`src/rtl/touch_cmd_pkg.sv`:
```
/*
 Package for the touch-key command responder: command codes, reply
 lengths, status bit positions and timing counts.
 Assumes a 25 MHz device clock.
*/
package touch_cmd_pkg;
	// ------------------------------------------------------------
	// Command codes
	// ------------------------------------------------------------
	localparam logic [7:0] CMD_NULL = 8'h00;
	localparam logic [7:0] CMD_RESET = 8'h04;
	localparam logic [7:0] CMD_STATUS = 8'h05;
	localparam logic [7:0] CMD_FIRST_KEY = 8'h06;
	localparam logic [7:0] CMD_ALL_KEYS = 8'h07;
	localparam logic [7:0] CMD_SIGNALS = 8'h08;
	localparam logic [7:0] CMD_REFS = 8'h09;
	localparam logic [7:0] CMD_DELTAS = 8'h0A;
	localparam logic [7:0] CMD_ERRORS = 8'h0B;
	localparam logic [7:0] CMD_FAIL_MODE = 8'h0C;
	localparam logic [7:0] CMD_DUMP = 8'h0D;
	localparam logic [7:0] CMD_LAST = 8'h0F;
	// ------------------------------------------------------------
	// Sizes and fields
	// ------------------------------------------------------------
	localparam int NUM_KEYS = 48;
	localparam int FIELD_BYTES = 6;
	localparam int SETUP_BYTES = 247;
	localparam logic [5:0] NO_KEY = 6'h3F;
	localparam int STAT_COMMS_BIT = 6;
	localparam int KEY_MULTI_BIT = 7;
	localparam int KEY_FAULT_BIT = 6;
	localparam logic [7:0] CRC8_POLY = 8'h31;
	localparam logic [15:0] CRC16_POLY = 16'h1021;
	// ------------------------------------------------------------
	// Timing
	// ------------------------------------------------------------
	localparam int CLK_HZ = 25000000;
	localparam int WINDOW_MS = 100;
	localparam int WINDOW_CYCLES = CLK_HZ / 1000 * WINDOW_MS;
endpackage

```
`src/rtl/touch_key_command_responder.sv`:
```
/*
 Command responder: takes one command byte at a time from the serial
 host port, answers with a fixed-length reply through a two-entry
 buffer, and drives reset/scan-halt strobes toward the device core.
 Assumes the serial framing, key data and setups memory sit in the same
 clock domain and present their values as flat ports.
*/
`timescale 1ns/1ns
`default_nettype none

// How it works
// - reset code twice within 100 ms
// - reset acknowledged with complement before reset
// - lone reset code times out silently
// - status returns byte plus CRC-8
// - status bit 6 marks unknown command
// - first-key bit 7 marks multiple touches
// - first-key bit 6 marks any fault
// - low six bits key index or 63
// - CRC-8 over command and data
// - all keys: six bytes plus CRC
// - signals: 96 bytes low first
// - references: 96 bytes low first
// - deltas: reference minus signal bytes
// - error flags: six bytes plus CRC
// - failure mode: byte plus CRC
// - dump halts scanning, CRC-16, restarts
// - dump words low byte first
// - dump aborts after 100 ms stall
// - last-command clears comms error
module touch_key_command_responder #(
	parameter int WINDOW_COUNT = touch_cmd_pkg::WINDOW_CYCLES
) (
	input wire logic ref_clk,
	input wire logic rstn,
	input wire logic [7:0] cmd_data,
	input wire logic cmd_valid,
	output logic cmd_ready,
	output logic [7:0] rsp_data,
	output logic rsp_valid,
	input wire logic rsp_ready,
	input wire logic [touch_cmd_pkg::NUM_KEYS-1:0] key_detect,
	input wire logic [touch_cmd_pkg::NUM_KEYS-1:0] key_error,
	input wire logic [touch_cmd_pkg::NUM_KEYS*16-1:0] key_signal,
	input wire logic [touch_cmd_pkg::NUM_KEYS*16-1:0] key_reference,
	input wire logic [7:0] fail_mode_bits,
	input wire logic fault_any,
	input wire logic [7:0] setup_byte,
	output logic [7:0] setup_index,
	output logic scan_halt,
	output logic reset_request
);
	import touch_cmd_pkg::*;

	// ------------------------------------------------------------
	// Types and state
	// ------------------------------------------------------------
	typedef enum logic [2:0] {
		ST_IDLE = 3'b001,
		ST_SEND = 3'b010,
		ST_RESET = 3'b100
	} state_e;

	state_e state; // Main sequencer
	logic [7:0] cmd; // Command being answered
	logic [7:0] last_cmd; // Last command byte seen
	logic [8:0] idx; // Reply byte index
	logic [8:0] len; // Reply length
	logic [7:0] crc8; // Running CRC-8
	logic [15:0] crc16; // Running CRC-16 for the dump
	logic comms_err; // Unknown command flag
	logic reset_armed; // First reset copy seen
	logic [31:0] timer; // Reset window / dump stall timer
	logic [7:0] out_byte; // Current reply byte
	logic in_ready; // Buffer can take a byte
	logic push; // Byte pushed into buffer
	logic take; // Command byte accepted

	// ------------------------------------------------------------
	// Helpers
	// ------------------------------------------------------------
	// One byte of CRC-8, MSB first
	function automatic logic [7:0] crc8_step(input logic [7:0] c, input logic [7:0] d);
		logic [7:0] r;
		r = c ^ d;
		for (int i = 0; i < 8; i++) begin
			r = r[7] ? ((r << 1) ^ CRC8_POLY) : (r << 1);
		end
		return r;
	endfunction

	// One byte of CRC-16, MSB first
	function automatic logic [15:0] crc16_step(input logic [15:0] c, input logic [7:0] d);
		logic [15:0] r;
		r = c ^ {d, 8'h00};
		for (int i = 0; i < 8; i++) begin
			r = r[15] ? ((r << 1) ^ CRC16_POLY) : (r << 1);
		end
		return r;
	endfunction

	// Byte n of a flat key bitfield
	function automatic logic [7:0] field_byte(input logic [NUM_KEYS-1:0] f, input logic [8:0] n);
		return f[n[2:0]*8 +: 8];
	endfunction

	// Sixteen-bit word of key k from a flat vector
	function automatic logic [15:0] key_word(input logic [NUM_KEYS*16-1:0] v, input logic [5:0] k);
		return v[k*16 +: 16];
	endfunction

	// ------------------------------------------------------------
	// Decode
	// ------------------------------------------------------------
	logic [5:0] first_key;
	logic multi;
	logic [7:0] key_report;
	logic [15:0] sig_w;
	logic [15:0] ref_w;
	logic [5:0] key_n;

	// Lowest touched key and multiple-touch flag
	always_comb begin
		first_key = NO_KEY;
		multi = 1'b0;
		for (int k = NUM_KEYS - 1; k >= 0; k--) begin
			if (key_detect[k]) begin
				first_key = 6'(k);
			end
		end
		if ((key_detect & (key_detect - 1'b1)) != '0) begin
			multi = 1'b1;
		end
	end

	// Any fault, comms error included, raises bit 6
	assign key_report = {multi, fault_any | comms_err, first_key};

	assign key_n = idx[8] ? 6'h00 : 6'(idx[7:1]);
	assign sig_w = key_word(key_signal, key_n);
	assign ref_w = key_word(key_reference, key_n);

	// Reply byte for the current index
	always_comb begin
		out_byte = 8'h00;
		case (cmd)
			CMD_RESET: out_byte = ~CMD_RESET;
			CMD_STATUS: begin
				out_byte = (idx == 9'h000) ? {1'b0, comms_err, 6'h00} : crc8;
			end
			CMD_FIRST_KEY: out_byte = (idx == 9'h000) ? key_report : crc8;
			CMD_ALL_KEYS: begin
				out_byte = (idx < 9'(FIELD_BYTES)) ? field_byte(key_detect, idx) : crc8;
			end
			CMD_ERRORS: begin
				out_byte = (idx < 9'(FIELD_BYTES)) ? field_byte(key_error, idx) : crc8;
			end
			CMD_FAIL_MODE: out_byte = (idx == 9'h000) ? fail_mode_bits : crc8;
			CMD_SIGNALS: out_byte = idx[0] ? sig_w[15:8] : sig_w[7:0];
			CMD_REFS: out_byte = idx[0] ? ref_w[15:8] : ref_w[7:0];
			CMD_DELTAS: begin
				out_byte = 8'(key_word(key_reference, 6'(idx)) - key_word(key_signal, 6'(idx)));
			end
			CMD_DUMP: begin
				// Setup area as stored, then CRC low byte first
				if (idx < 9'(SETUP_BYTES)) begin
					out_byte = setup_byte;
				end else if (idx == 9'(SETUP_BYTES)) begin
					out_byte = crc16[7:0];
				end else begin
					out_byte = crc16[15:8];
				end
			end
			CMD_LAST: out_byte = ~last_cmd; // Command before this one, complemented
			default: out_byte = 8'h00;
		endcase
	end

	assign setup_index = idx[7:0];
	assign push = (state == ST_SEND) && in_ready;
	// Commands are only taken while no reply is running
	assign cmd_ready = (state == ST_IDLE);
	assign take = cmd_valid && cmd_ready;

	// ------------------------------------------------------------
	// Sequencer
	// ------------------------------------------------------------
	// Starts replies, counts bytes, handles the reset pair
	always_ff @(posedge ref_clk or negedge rstn) begin
		if (!rstn) begin
			state <= ST_IDLE;
			cmd <= 8'h00;
			idx <= 9'h000;
			len <= 9'h000;
			reset_armed <= 1'b0;
		end else begin
			case (state)
				ST_IDLE: begin
					if (take) begin
						cmd <= cmd_data;
						idx <= 9'h000;
						reset_armed <= 1'b0; // Any other command breaks the pair
						state <= ST_SEND;
						case (cmd_data)
							CMD_RESET: begin
								if (reset_armed) begin
									len <= 9'd1;
								end else begin
									reset_armed <= 1'b1;
									state <= ST_IDLE;
								end
							end
							CMD_STATUS, CMD_FIRST_KEY, CMD_FAIL_MODE: len <= 9'd2;
							CMD_ALL_KEYS, CMD_ERRORS: len <= 9'(FIELD_BYTES + 1);
							CMD_SIGNALS, CMD_REFS: len <= 9'(NUM_KEYS * 2);
							CMD_DELTAS: len <= 9'(NUM_KEYS);
							CMD_DUMP: len <= 9'(SETUP_BYTES + 2);
							CMD_LAST: len <= 9'd1;
							default: state <= ST_IDLE; // Null and unknown: no reply
						endcase
					end else if (reset_armed && timer == 32'd0) begin
						reset_armed <= 1'b0; // Silent timeout
					end
				end
				ST_SEND: begin
					if (cmd == CMD_DUMP && timer == 32'd0) begin
						state <= ST_IDLE; // Stalled host
					end else if (push) begin
						idx <= idx + 9'd1;
						if (idx + 9'd1 == len) begin
							state <= (cmd == CMD_RESET) ? ST_RESET : ST_IDLE;
						end
					end
				end
				ST_RESET: begin
					// Hold until the acknowledge has left the buffer
					if (!rsp_valid) begin
						state <= ST_IDLE;
					end
				end
				default: state <= ST_IDLE;
			endcase
		end
	end

	// Window and stall timer: reloads on each accepted or taken byte
	always_ff @(posedge ref_clk or negedge rstn) begin
		if (!rstn) begin
			timer <= 32'd0;
		end else if (take || (rsp_valid && rsp_ready)) begin
			timer <= 32'(WINDOW_COUNT - 1);
		end else if (timer != 32'd0) begin
			timer <= timer - 32'd1;
		end
	end

	// Running CRC-8 seeded with the command byte; CRC-16 starts from zero
	always_ff @(posedge ref_clk or negedge rstn) begin
		if (!rstn) begin
			crc8 <= 8'h00;
			crc16 <= 16'h0000;
		end else if (take) begin
			crc8 <= crc8_step(8'h00, cmd_data);
			crc16 <= 16'h0000;
		end else if (push) begin
			crc8 <= crc8_step(crc8, out_byte);
			// CRC-16 covers the setup bytes only, not its own bytes
			crc16 <= (idx < 9'(SETUP_BYTES)) ? crc16_step(crc16, out_byte) : crc16;
		end
	end

	// Comms error: unknown sets, last-command clears, set wins
	always_ff @(posedge ref_clk or negedge rstn) begin
		if (!rstn) begin
			comms_err <= 1'b0;
			last_cmd <= 8'h00;
		end else if (take) begin
			last_cmd <= (cmd_data == CMD_LAST) ? last_cmd : cmd_data; // Keep the one before
			case (cmd_data)
				CMD_NULL, CMD_RESET, CMD_STATUS, CMD_FIRST_KEY, CMD_ALL_KEYS,
				CMD_SIGNALS, CMD_REFS, CMD_DELTAS, CMD_ERRORS, CMD_FAIL_MODE,
				CMD_DUMP: begin
				end
				CMD_LAST: comms_err <= 1'b0;
				default: comms_err <= 1'b1;
			endcase
		end
	end

	// Core strobes: scan halted from one cycle after the dump send starts until one cycle after it ends, reset after the ack
	always_ff @(posedge ref_clk or negedge rstn) begin
		if (!rstn) begin
			scan_halt <= 1'b0;
			reset_request <= 1'b0;
		end else begin
			scan_halt <= (state == ST_SEND) && (cmd == CMD_DUMP);
			reset_request <= (state == ST_RESET) && !rsp_valid;
		end
	end

	// ------------------------------------------------------------
	// Two-entry reply buffer
	// ------------------------------------------------------------
	// A stalled host only fills it; the sequencer waits on in_ready
	logic [7:0] buf_mem [2];
	logic buf_wr;
	logic buf_rd;
	logic [1:0] buf_cnt;

	assign in_ready = (buf_cnt != 2'd2);
	assign rsp_valid = (buf_cnt != 2'd0);
	assign rsp_data = buf_mem[buf_rd];

	always_ff @(posedge ref_clk or negedge rstn) begin
		if (!rstn) begin
			buf_wr <= 1'b0;
			buf_rd <= 1'b0;
			buf_cnt <= 2'd0;
			buf_mem[0] <= 8'h00;
			buf_mem[1] <= 8'h00;
		end else begin
			if (push) begin
				buf_mem[buf_wr] <= out_byte;
				buf_wr <= ~buf_wr;
			end
			if (rsp_valid && rsp_ready) begin
				buf_rd <= ~buf_rd;
			end
			buf_cnt <= buf_cnt + 2'(push) - 2'(rsp_valid && rsp_ready);
		end
	end
endmodule

`default_nettype wire

```
`config.mk`:
```
export PLATFORM = sky130hd
export DESIGN_NAME = touch_key_command_responder
export DESIGN_NICKNAME = d
export VERILOG_FILES = /design/src/rtl/touch_cmd_pkg.sv /design/src/rtl/touch_key_command_responder.sv
export SDC_FILE = /design/constraint.sdc
export NUM_CORES = 2
export LEC_CHECK = 0
export ABC_AREA = 1
export BUFFER_PORTS_ARGS = -buffer_cell sky130_fd_sc_hd__buf_2
export CORE_AREA = 2 2 652 654
export DETAILED_ROUTE_END_ITERATION = 8
export DIE_AREA = 0 0 654 656
export GPL_TIMING_DRIVEN = 0
export PLACE_DENSITY_LB_ADDON = 0.12
export REMOVE_ABC_BUFFERS = 1
export SLEW_MARGIN = 20
export SYNTH_ARGS = -nofsm -noshare
export SYNTH_HDL_FRONTEND = slang
export SYNTH_SLANG_ARGS = --single-unit
```
`constraint.sdc`:
```
create_clock -name ref_clk -period 11.6 [get_ports ref_clk]
set_input_delay 1.16 -clock ref_clk [delete_from_list [all_inputs] [get_ports ref_clk]]
set_output_delay 1.16 -clock ref_clk [all_outputs]
set_load 0.02 [all_outputs]
```
==> metrics.csv <==
stage,metric,value,unit
status,status,"complete, no violations",
synthesis,synth-async-reset-ratio,1.000,
synthesis,yosys_warnings,0,
pwr,ir_drop,0.00007444,V
critical_path,timing.critical_path.cells,inv_16 > buf_16 > nor2_8 > buf_12 > inv_16 > buf_16 > buf_16 > buf_16 > a22oi_1 > nor2_1 > nor3_1 > o21ai_0 > nand3_1 > nand3_1 > nand3_1 > a21oi_1 > a2111oi_2 > nand2_1 > xnor2_1 > inv_1 > o21ai_0 > o21ai_1,
clocking,cts_tree,yes,
floorplan,die_area,429000,µm²
layout,final_common_cell,buf_2,
global_routing,antenna_found_initial,247,
floorplan,row_count,239,
synthesis,synth_cell_type_count,73,
synthesis,synth-seq-area-share,0.09435,
critical_path,path_class,flop to flop,
sta,setup_ws,2583,ps
sta,finalCriticalPeriod,9017,ps
layout,final_cell_mix,"buf_2, o21ai_0, nor2_1",
clocking,hold_buffers,0,
clocking,clk_pin_slew,60,ps
clocking,clockBufferDepth,2,
floorplan,core,422200,µm²
hold_path,hold_class,flop to flop,
clocking,postCtsSetupBuffers,0,
detailed_routing,drc_errors,0,
critical_path,cp_top_family,compound AO/OA/AOI/OAI gates,
sta,finalCritPeriodShare,0.7773,
sta,hold_violations,0,
critical_path,start_kind,flop,
global_routing,grt_overflow,0,
global_routing,grt_max_degree,199,
clocking,root_buffer,clkbuf_16,
detailed_routing,dr.first_iter.drc_count,4106,
detailed_routing,dr.pass1.iters,6,
floorplan,die_h,656,µm
placement,dp_hpwl,292500,µm
detailed_routing,routed_wl,352800,µm
detailed_routing,ant_nets,0,
critical_path,rr_startpoint,idx[1],
sta,slew_viol_final,0,
synthesis,synth_ff_type,dfrtp_1,
placement,portBuffers,1680,
pwr,power.static_leakage,19.25,nW
sta,grt_setup_unrepaired,false,
placement,pre_cts_ws,2660,ps
clocking,htreeDepth,4,
layout,area_growth,54.39,%
detailed_routing,drt-wirelength-per-cell,28.27,µm
floorplan,io_pins,1681,
layout,fin_nets,8407,
clocking,ctsResizeCount,0,
layout,final_cells,12482,
run,maxCapViolations,0,
synthesis,synth_cells,5451,
critical_path,crit_path_max_incr_delay,970,ps
critical_path,timing.reg2reg.setup_slack,2580,ps
critical_path,worst_path_max_delay_cell,a2111oi_2,
synthesis,synth_area,30520,µm²
global_routing,grt_usage,0.1555,
layout,final_layout_size_suffix_gt1_frac,0.2988,
global_routing,grt_pass1_vias,47573,
critical_path,startpoint,idx[1],
hold_path,worstHoldStart,last_cmd[4],
sta,max_slew.worst_pin.slew,1284,ps
critical_path,crit_path_end_kind,flop,
detailed_routing,routed-via-count,49125,
placement,dp_cells,12377,
placement,globalplace.congestion,0.8798,
pwr,p_total,2.636,mW
layout,fillers,50127,
synthesis,synth_seq_cells,115,
critical_path,path_max_fanout,198,
synthesis,synth_edf_count,0,
sta,maxSlewHeadroom,0.1352,
critical_path,required,11920,ps
clocking,clock-sinks,115,
global_routing,grt_pass1_wl,456500,µm
critical_path,worstPathArrival,9340,ps
layout,utilization,0.1116,
floorplan,start_util,0.07227,
pwr,power_density,55.96,nW/µm²
critical_path,crit_buf_inv,8,
clocking,clk_latency,440,ps
sta,hold_ws,471.4,ps
floorplan,fp.dieW,654,µm
sta,max_freq,110.9,MHz
synthesis,synth.avg_cell_area,5.598,µm²
clocking,numCtsBuffers,17,
sta,worst_clock_skew,10.80,ps
critical_path,cp_common_cell,buf_16,
sta,setup_viol_count_final,0,
detailed_routing,via_per_inst,3.936,
-- final timing paths --
kind	to	depth (start not counted)
worst min register to register	last_cmd[4]	2
worst max register to register	crc16[5]	22
worst max-delay path	crc16[5]	22
min in group asynchronous	reset_request	1
worst min-delay path	last_cmd[4]	2
max in group asynchronous	idx[3]	2
-- registers in the layout, summed over array words and instances (netlist names), 2 cells and up --
name,flops
cmd,8
buf_cnt,2
crc16,16
idx,9
state,3
buf_mem,16
len,7
crc8,8
last_cmd,8
timer,32
-- worst min-delay path, cell delays in order (launching register included) --
cell and delay [ps]:
dfrtp_1 340, nand2_1 50, nand2_1 50
-- synthesized netlist by cell type, drive strengths merged (24+ instances only) --
library cell	count	area, µm²
o211ai	85	653.1
o311ai	67	586.8
nand4	24	150.1
xnor2	25	226.5
a22oi	143	1074
a21oi	330	1652
nor3	132	671.9
nand2	776	2913
nand3	308	1546
o221ai	82	718.2
clkbuf	222	834.6
a32o	30	300.3
dfrtp	114	2853
a221oi	123	1096
nor2	919	3527
buf	311	1818
inv	329	1250
o21ai	1034	5175
o22ai	107	669.4
o221a	111	1250
xor2	46	417.9
-- power breakdown --
group	switching [mW]	leakage [nW]	internal [mW]
combinational	0.961	17.5	0.596
clock	0.208	0.292	0.336
sequential	0.0577	1.43	0.477
total	1.23	19.3	1.41
-- stage by stage --
step,setup TNS (ps),instance area (µm²)
2_1_floorplan,-390810,27860
3_3_place_gp,-2074120,43360
3_5_place_dp,0,46340
4_1_cts,0,46930
5_1_grt,0,47040
6_report,0,47110
-- layer usage --
metal | up-vias | global-route usage | part of all wire
met5 | - | 0 | 0.0016
met4 | 84 | 0.03051 | 0.020
met3 | 466 | 0.02609 | 0.063
met2 | 2290 | 0.2698 | 0.49
met1 | 24055 | 0.2008 | 0.43
li1 | 22230 | - | -
-- final cells by class --
class / instances / area [µm²] / share of cell area
inverters: 332 / 1344 / 0.02852
flip-flops and latches: 115 / 2898 / 0.06151
clock buffers: 22 / 484.2 / 0.01028
clock inverters: 10 / 105.1 / 0.002231
multi-input cells: 4471 / 23920 / 0.5076
well taps: 5663 / 7086 / 0.1504
repair buffers: 1796 / 11100 / 0.2355
diodes: 73 / 182.7 / 0.003877
-- cell families after synthesis --
group / share of synthesized area
AOI/OAI and AO/OA: 0.4531
muxes: 0.002583
adders and majority gates: 0.005576
buffers and inverters: 0.1283
xor gates and xnor gates: 0.02112
and+or+nand+nor: 0.2950
DFF: 0.09435
(Power assumes the default switching activity.)
